## src/include/ssg_pkg.sv

```systemverilog
// constants, field layout and state type of the switching sequence generator
package ssg_pkg;

    localparam int unsigned NUM_CH = 24;
    localparam int unsigned NUM_OBJ = 5;
    localparam int unsigned ADDR_W = 12;

    // register byte offsets
    localparam logic [11:0] OFF_CTRL = 12'h000;
    localparam logic [11:0] OFF_CHSEL = 12'h004;
    localparam logic [11:0] OFF_STAT = 12'h008;

    // control register fields
    localparam int unsigned CTRL_TWO_CH_BIT = 0;
    localparam int unsigned CTRL_SCHEME_B_BIT = 1;
    localparam int unsigned CTRL_WRAP_BIT = 2;
    localparam int unsigned CTRL_PAT_LSB = 4;
    localparam int unsigned CTRL_CNT_LSB = 8;
    localparam int unsigned CTRL_RESTART_BIT = 12;

    // channel select fields
    localparam int unsigned CHSEL_A_LSB = 0;
    localparam int unsigned CHSEL_B_LSB = 8;

    // status fields
    localparam int unsigned STAT_IDX_LSB = 0;
    localparam int unsigned STAT_DIR_BIT = 8;
    localparam int unsigned STAT_OUT_LSB = 16;
    localparam int unsigned STAT_ACT_LSB = 24;

    // channel numbering: physical, virtual, logic, timer
    localparam logic [4:0] CH_PHYS_BASE = 5'h00;
    localparam logic [4:0] CH_VIRT_BASE = 5'h08;
    localparam logic [4:0] CH_LOGIC_BASE = 5'h10;
    localparam logic [4:0] CH_TIMER_BASE = 5'h14;

    // pattern codes
    localparam logic [2:0] PAT_BINARY = 3'h0;
    localparam logic [2:0] PAT_GRAY = 3'h1;
    localparam logic [2:0] PAT_QUEUE = 3'h2;
    localparam logic [2:0] PAT_PAUSE = 3'h3;
    localparam logic [2:0] PAT_FILL = 3'h4;

    localparam logic [2:0] CNT_MIN = 3'h2;
    localparam logic [2:0] CNT_MAX = 3'h5;

    // reset values
    localparam logic [2:0] RST_PAT = PAT_BINARY;
    localparam logic [2:0] RST_CNT = CNT_MIN;
    localparam logic [4:0] RST_SRC_A = 5'h00;
    localparam logic [4:0] RST_SRC_B = 5'h01;

    typedef struct packed {
        logic [4:0] idx;
        logic dir_fwd;
        logic [4:0] obj_out;
        logic [4:0] obj_act;
        logic two_ch;
        logic scheme_b;
        logic wrap;
        logic [2:0] pat;
        logic [2:0] cnt;
        logic [4:0] src_a;
        logic [4:0] src_b;
        logic sw_prev;
        logic pready;
        logic pslverr;
        logic [31:0] prdata;
    } ssg_state_t;

    localparam ssg_state_t ST_RESET = '{
        idx: 5'h00, dir_fwd: 1'b1, obj_out: 5'h00, obj_act: 5'h03,
        two_ch: 1'b0, scheme_b: 1'b0, wrap: 1'b0, pat: RST_PAT, cnt: RST_CNT,
        src_a: RST_SRC_A, src_b: RST_SRC_B, sw_prev: 1'b0,
        pready: 1'b0, pslverr: 1'b0, prdata: 32'h0000_0000};

endpackage

```

## src/rtl/ssg_top.sv

```systemverilog
// switching sequence generator with apb configuration port
`timescale 1ns/1ps
`default_nettype none

module ssg_top (
    input wire logic ref_clk,
    input wire logic rst,
    input wire logic psel,
    input wire logic penable,
    input wire logic pwrite,
    input wire logic [ssg_pkg::ADDR_W-1:0] paddr,
    input wire logic [31:0] pwdata,
    input wire logic [3:0] pstrb,
    output logic [31:0] prdata,
    output logic pready,
    output logic pslverr,
    input wire logic [ssg_pkg::NUM_CH-1:0] ch_short,
    input wire logic [ssg_pkg::NUM_CH-1:0] ch_long,
    input wire logic [ssg_pkg::NUM_CH-1:0] ch_state,
    output logic [ssg_pkg::NUM_OBJ-1:0] seq_out,
    output logic [ssg_pkg::NUM_OBJ-1:0] obj_active,
    output logic step_dir_fwd
);
    import ssg_pkg::*;

    ssg_state_t q;
    ssg_state_t d;

    // channel numbers past the last channel select nothing
    function automatic logic sel_ch(input logic [NUM_CH-1:0] vec, input logic [4:0] ch);
        sel_ch = (ch < 5'(NUM_CH)) ? vec[ch] : 1'b0;
    endfunction

    function automatic logic [4:0] obj_count(input logic [2:0] cnt);
        if (cnt < CNT_MIN) begin
            obj_count = {2'b00, CNT_MIN};
        end else if (cnt > CNT_MAX) begin
            obj_count = {2'b00, CNT_MAX};
        end else begin
            obj_count = {2'b00, cnt};
        end
    endfunction

    function automatic logic [4:0] obj_mask(input logic [2:0] cnt);
        obj_mask = 5'((6'h01 << obj_count(cnt)) - 6'h01);
    endfunction

    function automatic logic [4:0] last_idx(input logic [2:0] pat, input logic [2:0] cnt);
        logic [4:0] n;
        n = obj_count(cnt);
        unique case (pat)
            PAT_BINARY, PAT_GRAY: last_idx = 5'((6'h01 << n) - 6'h01);
            PAT_PAUSE: last_idx = 5'((n << 1) - 5'h01);
            default: last_idx = n;
        endcase
    endfunction

    function automatic logic [4:0] pattern_out(input logic [2:0] pat, input logic [4:0] idx);
        unique case (pat)
            PAT_BINARY: pattern_out = idx;
            PAT_GRAY: pattern_out = idx ^ (idx >> 1);
            PAT_QUEUE: pattern_out = (idx == 5'h00) ? 5'h00 : 5'(5'h01 << (idx - 5'h01));
            PAT_PAUSE: pattern_out = idx[0] ? 5'(5'h01 << (idx >> 1)) : 5'h00;
            PAT_FILL: pattern_out = 5'((5'h01 << idx) - 5'h01);
            default: pattern_out = 5'h00;
        endcase
    endfunction

    function automatic logic reg_mapped(input logic [ADDR_W-1:0] a);
        reg_mapped = (a == OFF_CTRL) || (a == OFF_CHSEL) || (a == OFF_STAT);
    endfunction

    function automatic logic [31:0] strb_merge(input logic [31:0] old, input logic [31:0] wd,
                                               input logic [3:0] strb);
        logic [31:0] m;
        m = {{8{strb[3]}}, {8{strb[2]}}, {8{strb[1]}}, {8{strb[0]}}};
        strb_merge = (old & ~m) | (wd & m);
    endfunction

    logic [31:0] ctrl_word;
    logic [31:0] chsel_word;
    logic [31:0] stat_word;
    logic apb_wr;
    logic wr_ctrl;
    logic wr_chsel;
    logic [31:0] ctrl_new;
    logic [31:0] chsel_new;
    logic a_short;
    logic a_long;
    logic b_short;
    logic sw_now;
    logic dir_level;
    logic sw_fall;
    logic fwd_req;
    logic bwd_req;
    logic dir_toggle;
    logic step_fwd;
    logic step_bwd;
    logic restart;
    logic [4:0] last;

    always_comb begin
        ctrl_word = 32'h0000_0000;
        ctrl_word[CTRL_TWO_CH_BIT] = q.two_ch;
        ctrl_word[CTRL_SCHEME_B_BIT] = q.scheme_b;
        ctrl_word[CTRL_WRAP_BIT] = q.wrap;
        ctrl_word[CTRL_PAT_LSB +: 3] = q.pat;
        ctrl_word[CTRL_CNT_LSB +: 3] = q.cnt;
        chsel_word = 32'h0000_0000;
        chsel_word[CHSEL_A_LSB +: 5] = q.src_a;
        chsel_word[CHSEL_B_LSB +: 5] = q.src_b;
        stat_word = 32'h0000_0000;
        stat_word[STAT_IDX_LSB +: 5] = q.idx;
        stat_word[STAT_DIR_BIT] = q.dir_fwd;
        stat_word[STAT_OUT_LSB +: 5] = q.obj_out;
        stat_word[STAT_ACT_LSB +: 5] = q.obj_act;
    end

    // a write lands on the access edge only; errored accesses change nothing
    assign apb_wr = psel && penable && q.pready && pwrite && !q.pslverr;
    assign wr_ctrl = apb_wr && (paddr == OFF_CTRL);
    assign wr_chsel = apb_wr && (paddr == OFF_CHSEL);
    assign ctrl_new = strb_merge(ctrl_word, pwdata, pstrb);
    assign chsel_new = strb_merge(chsel_word, pwdata, pstrb);
    // restart is a self-clearing command bit, so only its own byte lane counts
    assign restart = wr_ctrl && pstrb[CTRL_RESTART_BIT / 8] && pwdata[CTRL_RESTART_BIT];

    // only the selected channels are looked at
    assign a_short = sel_ch(ch_short, q.src_a);
    assign a_long = sel_ch(ch_long, q.src_a);
    assign b_short = sel_ch(ch_short, q.src_b);
    assign sw_now = sel_ch(ch_state, q.src_a);
    assign dir_level = sel_ch(ch_state, q.src_b);
    // edge is seen relative to last cycle's level of the channel chosen in that cycle
    assign sw_fall = q.sw_prev && !sw_now;

    always_comb begin
        fwd_req = 1'b0;
        bwd_req = 1'b0;
        dir_toggle = 1'b0;
        if (!q.two_ch) begin
            fwd_req = a_short && q.dir_fwd;
            bwd_req = a_short && !q.dir_fwd;
            dir_toggle = a_long;
        end else if (!q.scheme_b) begin
            fwd_req = a_short;
            bwd_req = b_short;
        end else begin
            fwd_req = sw_fall && dir_level;
            bwd_req = sw_fall && !dir_level;
        end
    end

    // both requests at once with both channels pressed together or one channel in both roles: do nothing
    assign step_fwd = fwd_req && !bwd_req;
    assign step_bwd = bwd_req && !fwd_req;
    assign last = last_idx(q.pat, q.cnt);

    always_comb begin
        d = q;
        d.sw_prev = sw_now;
        // zero wait states: answer prepared in setup, shown in access
        d.pready = psel && !penable;
        d.pslverr = 1'b0;
        d.prdata = 32'h0000_0000;
        if (psel && !penable) begin
            d.pslverr = !reg_mapped(paddr);
            if (!pwrite) begin
                if (paddr == OFF_CTRL) begin
                    d.prdata = ctrl_word;
                end else if (paddr == OFF_CHSEL) begin
                    d.prdata = chsel_word;
                end else if (paddr == OFF_STAT) begin
                    d.prdata = stat_word;
                end
            end
        end

        if (step_fwd) begin
            if (q.idx >= last) begin
                d.idx = q.wrap ? 5'h00 : q.idx;
            end else begin
                d.idx = q.idx + 5'h01;
            end
        end else if (step_bwd) begin
            if (q.idx > last) begin
                d.idx = last;
            end else if (q.idx != 5'h00) begin
                d.idx = q.idx - 5'h01;
            end
        end
        if (dir_toggle) begin
            d.dir_fwd = !q.dir_fwd;
        end

        if (wr_ctrl) begin
            d.two_ch = ctrl_new[CTRL_TWO_CH_BIT];
            d.scheme_b = ctrl_new[CTRL_SCHEME_B_BIT];
            d.wrap = ctrl_new[CTRL_WRAP_BIT];
            d.pat = ctrl_new[CTRL_PAT_LSB +: 3];
            d.cnt = ctrl_new[CTRL_CNT_LSB +: 3];
        end
        if (wr_chsel) begin
            d.src_a = chsel_new[CHSEL_A_LSB +: 5];
            d.src_b = chsel_new[CHSEL_B_LSB +: 5];
        end
        // restart wins over any step taken in the same cycle
        if (restart) begin
            d.idx = 5'h00;
            d.dir_fwd = 1'b1;
        end

        d.obj_act = obj_mask(d.cnt);
        // every pattern maps index zero to all off, so restart clears outputs
        d.obj_out = pattern_out(d.pat, d.idx) & obj_mask(d.cnt);
    end

    always_ff @(posedge ref_clk or posedge rst) begin
        if (rst) begin
            q <= ST_RESET;
        end else begin
            q <= d;
        end
    end

    assign prdata = q.prdata;
    assign pready = q.pready;
    assign pslverr = q.pslverr;
    assign seq_out = q.obj_out;
    assign obj_active = q.obj_act;
    assign step_dir_fwd = q.dir_fwd;
endmodule // ssg_top

`default_nettype wire

```

## config.mk

```make
export PLATFORM = sky130hd
export DESIGN_NAME = ssg_top
export DESIGN_NICKNAME = d
export VERILOG_FILES = /design/src/include/ssg_pkg.sv /design/src/rtl/ssg_top.sv
export SDC_FILE = /design/constraint.sdc
export NUM_CORES = 1
export LEC_CHECK = 0
export BUFFER_PORTS_ARGS = -buffer_cell sky130_fd_sc_hd__clkbuf_2
export CORE_UTILIZATION = 28
export CTS_BUF_LIST = sky130_fd_sc_hd__clkbuf_4 sky130_fd_sc_hd__clkbuf_8
export CTS_CLUSTER_SIZE = 30
export DETAILED_ROUTE_END_ITERATION = 10
export HOLD_SLACK_MARGIN = 0.12
export PLACE_DENSITY = 0.5
export SYNTH_ARGS = -nofsm -noshare
export SYNTH_HDL_FRONTEND = slang
export SYNTH_SLANG_ARGS = --single-unit
```

## constraint.sdc

```tcl
create_clock -name ref_clk -period 5.4 [get_ports ref_clk]
set_clock_uncertainty 0.15 [all_clocks]
set_input_delay 0.54 -clock ref_clk [delete_from_list [all_inputs] [get_ports ref_clk]]
set_output_delay 0.54 -clock ref_clk [all_outputs]
set_load 0.005 [all_outputs]
```

==> impl_metrics.ini <==
[status]
status = completed

[cells_and_area]
stdcell_count = 871
fin_nets = 785
areaGrowthSynthToFinish_pct = 18.0
drive_gt1_frac = 0.364
final_util = 0.343
num_antenna_cells = 0
nFillCells = 1830

[critical_path]
slowest_delay_ps = 540
worstPathRequired_ps = 5520
cp_cell_sequence = a21o_1 > o21ai_1 > ha_1 > nor2b_1 > o21ai_0 > a21oi_1 > inv_1 > ha_1 > and3_1 > o21ai_0 > a32oi_2 > buf_4 > mux2_2 > nor3_1 > a2bb2oi_2 > a21boi_4 > buf_4 > inv_2 > xnor2_1 > a31oi_1 > or4b_1 > a211oi_2
crit_path_end_kind = register
crit_fanout = 7
crit_type = register to register
crit_path_start_kind = register
crit_slowest_cell = dfstp_2
cp.arrival_ps = 5040

[cts]
clk_pin_slew_ps = 70
cts-root-buf = clkbuf_8
cts_buffer_depth = 2
cts_sinks = 60
clock_latency_ps = 360
tritoncts = done
cts_buffers = 9
htreeDepth = 3

[sta]
hold_viol = 0
setup_slack_ps = 480
min_period_ps = 4920
tns_ps = 0
finalMaxSlewViolations = 0
period_share = 0.911
worst_pin_slew_ps = 974
setup_violations = 0
max_slew_margin = 0.346
max_freq_mhz = 203

[synth]
yosysUniqueCellTypes = 78
synth_warnings = 0
synth_area_um2 = 5090
async_flop_share = 1.00
ys_seq_area_frac = 0.296
synth_flop_cell = dfrtp_1
synth_cells = 532
synth-seq-cells = 60
synth-edff-count = 0
syn_area_per_cell_um2 = 9.57

[route]
routed_wl_um = 15100
vias_per_cell = 5.03
drtPass1Iterations = 5
post_drt_wl_per_cell_um = 17.4
drcViolationCount = 0
drt_iter0_markers = 119
num_vias = 4377
ant_nets = 0

[floorplanning]
die_w_um = 137
dieArea_um2 = 18700
start_util = 0.290
coreArea_um2 = 17500
die_h_um = 137
core.rowCount = 48
io-pin-count = 170

[place]
dpl.cell_count = 854
dp_hpwl_um = 12000
dp_slack_ps = 214
routabilityCongestion = 0.844
port_buffers = 137

[grt]
grt_usage = 0.163
grt_max_degree = 61
antenna_found_initial = 0
grt_overflow = 0
grt_pass1_vias = 4434
grt_first_pass_wirelength_um = 23200

[power_and_ir_drop]
p_int_w = 0.00115
seqPwrFrac = 0.292
leakage_nw = 2.78
switchingPower_w = 0.000723
pwr-share-clk = 0.248
power_w = 0.00187
power_frac_comb = 0.460
sw_frac_of_total = 0.386
p_per_area_nw_per_um2 = 312
ir_drop_uv = 181

[worst_hold_path]
hp-class = input port to asynchronous set/reset pin

[flow_run]
cap_violations = 0
[metrics by stage]
stage | cell area [um2] | hold slack (ps)
CTS | 5980 | 231
floorplan | 5130 | 305
detailed placement | 5760 | 326
finish | 6010 | 225
global route | 6010 | 241
global placement | 5760 | 326
[final timing paths]
| path | startpoint | to | slack [ps] | depth (start not counted) |
|---|---|---|---|---|
| max | ctrl_word[9] | seq_out[3] | 480 | 22 |
| max in group asynchronous | rst | asynchronous set/reset pin | 4370 | 3 |
| max reg2reg | ctrl_word[9] | seq_out[3] | 480 | 22 |
| min | rst | prdata[24] | 220 | 3 |
| min reg2reg | obj_active[3] | prdata[27] | 350 | 1 |
| min in group ref_clk | pwdata[3] | register | 250 | 2 |
[logic make-up (layout without fill, tap and decap cells)]
| family | after synthesis | count (layout) | share of synthesized area |
|---|---|---|---|
| AO/OA/AOI/OAI | 101 | 101 | 0.145 |
| XOR/XNOR | 6 | 6 | 0.0103 |
| adder cells (fa/ha/maj) | 19 | 19 | 0.0467 |
| buffers and inverters | 94 | 197 | 0.112 |
| flip-flops | 60 | 60 | 0.296 |
| multiplexers | 76 | 76 | 0.206 |
| other | 2 | 13 | 0.00147 |
| AND/OR/NAND/NOR | 174 | 174 | 0.183 |
[synth_stat cells, types with 13 or more instances]
cell       n  area, um2
buf_4     45        338
o21ai_0   13       65.1
and2_1    14       87.6
ha_1      19        238
nor3_1    16       80.1
nor2_1    36        135
clkbuf_1  14       52.6
mux2_2    16        180
nand3_1   13       65.1
mux4_2    15        338
mux2i_1   39        390
dfrtp_1   55       1380
nand2_1   29        109
a21oi_1   34        170
inv_1     21       78.8
[routing by layer]
| metal | GRT usage | up-vias | share of wire |
|---|---|---|---|
| li1 | - | 2099 | - |
| met1 | 0.199 | 2118 | 0.43 |
| met2 | 0.285 | 144 | 0.50 |
| met3 | 0.0393 | 16 | 0.056 |
| met4 | 0.0433 | 0 | 0.015 |
| met5 | 0 | - | 0 |
[timing repair]
action                                 in CTS  in global routing
setup endpoints to repair                   0                  4
setup buffers                               0                  1
endpoints found under the hold margin       0                  0
resized for setup                           0                  5
hold buffers                                0                  0
[power by group through the flow]
stage               clock network [W]  logic, W  registers (W)
floorplan                           0  0.000629       0.000515
global placement                    0  0.000847       0.000556
detailed placement                  0  0.000847       0.000554
CTS                          0.000481  0.000852       0.000547
global route                 0.000500  0.000955       0.000554
finish                       0.000465  0.000862       0.000547
[cell type report]
| type | count | area, um2 | area share |
|---|---|---|---|
| Clock inverter | 6 | 86.3 | 0.0144 |
| Multi-Input combinational cell | 389 | 3070 | 0.512 |
| Inverter | 26 | 100 | 0.0167 |
| Clock buffer | 10 | 138 | 0.0229 |
| Timing Repair Buffer | 155 | 821 | 0.137 |
| Tap cell | 225 | 282 | 0.0469 |
| Sequential cell | 60 | 1510 | 0.251 |
[critical path, delay by kind of cell, from the launching register on]
kind | cells | cell delay, ps
buffers and inverters | 4 | 540
flip-flops | 1 | 540
adder cells (fa/ha/maj) | 2 | 550
AND/OR/NAND/NOR | 4 | 1000
AO/OA/AOI/OAI | 10 | 1570
XOR/XNOR | 1 | 150
multiplexers | 1 | 330
[cells in the final DEF, fill, tap and decap left out, types with 4 or more instances in the layout]
master / count
dfstp_2: 5
ha_1: 19
and3_1: 12
o21ai_0: 12
dfrtp_1: 55
mux2_2: 16
nor3b_1: 4
a211oi_1: 5
nand4_1: 7
nor2b_1: 8
conb_1: 13
clkbuf_8: 10
nand2b_1: 7
nand3_1: 13
mux2i_1: 39
nor3_1: 16
a31oi_1: 8
a22oi_1: 6
inv_1: 20
nand3b_1: 5
or3_1: 4
mux4_1: 4
mux4_2: 15
and2_1: 14
buf_4: 18
nor2_1: 36
a21oi_1: 33
nand2_1: 29
clkbuf_2: 137
xnor2_1: 4
Note: power is estimated with default switching activity, not from simulation.
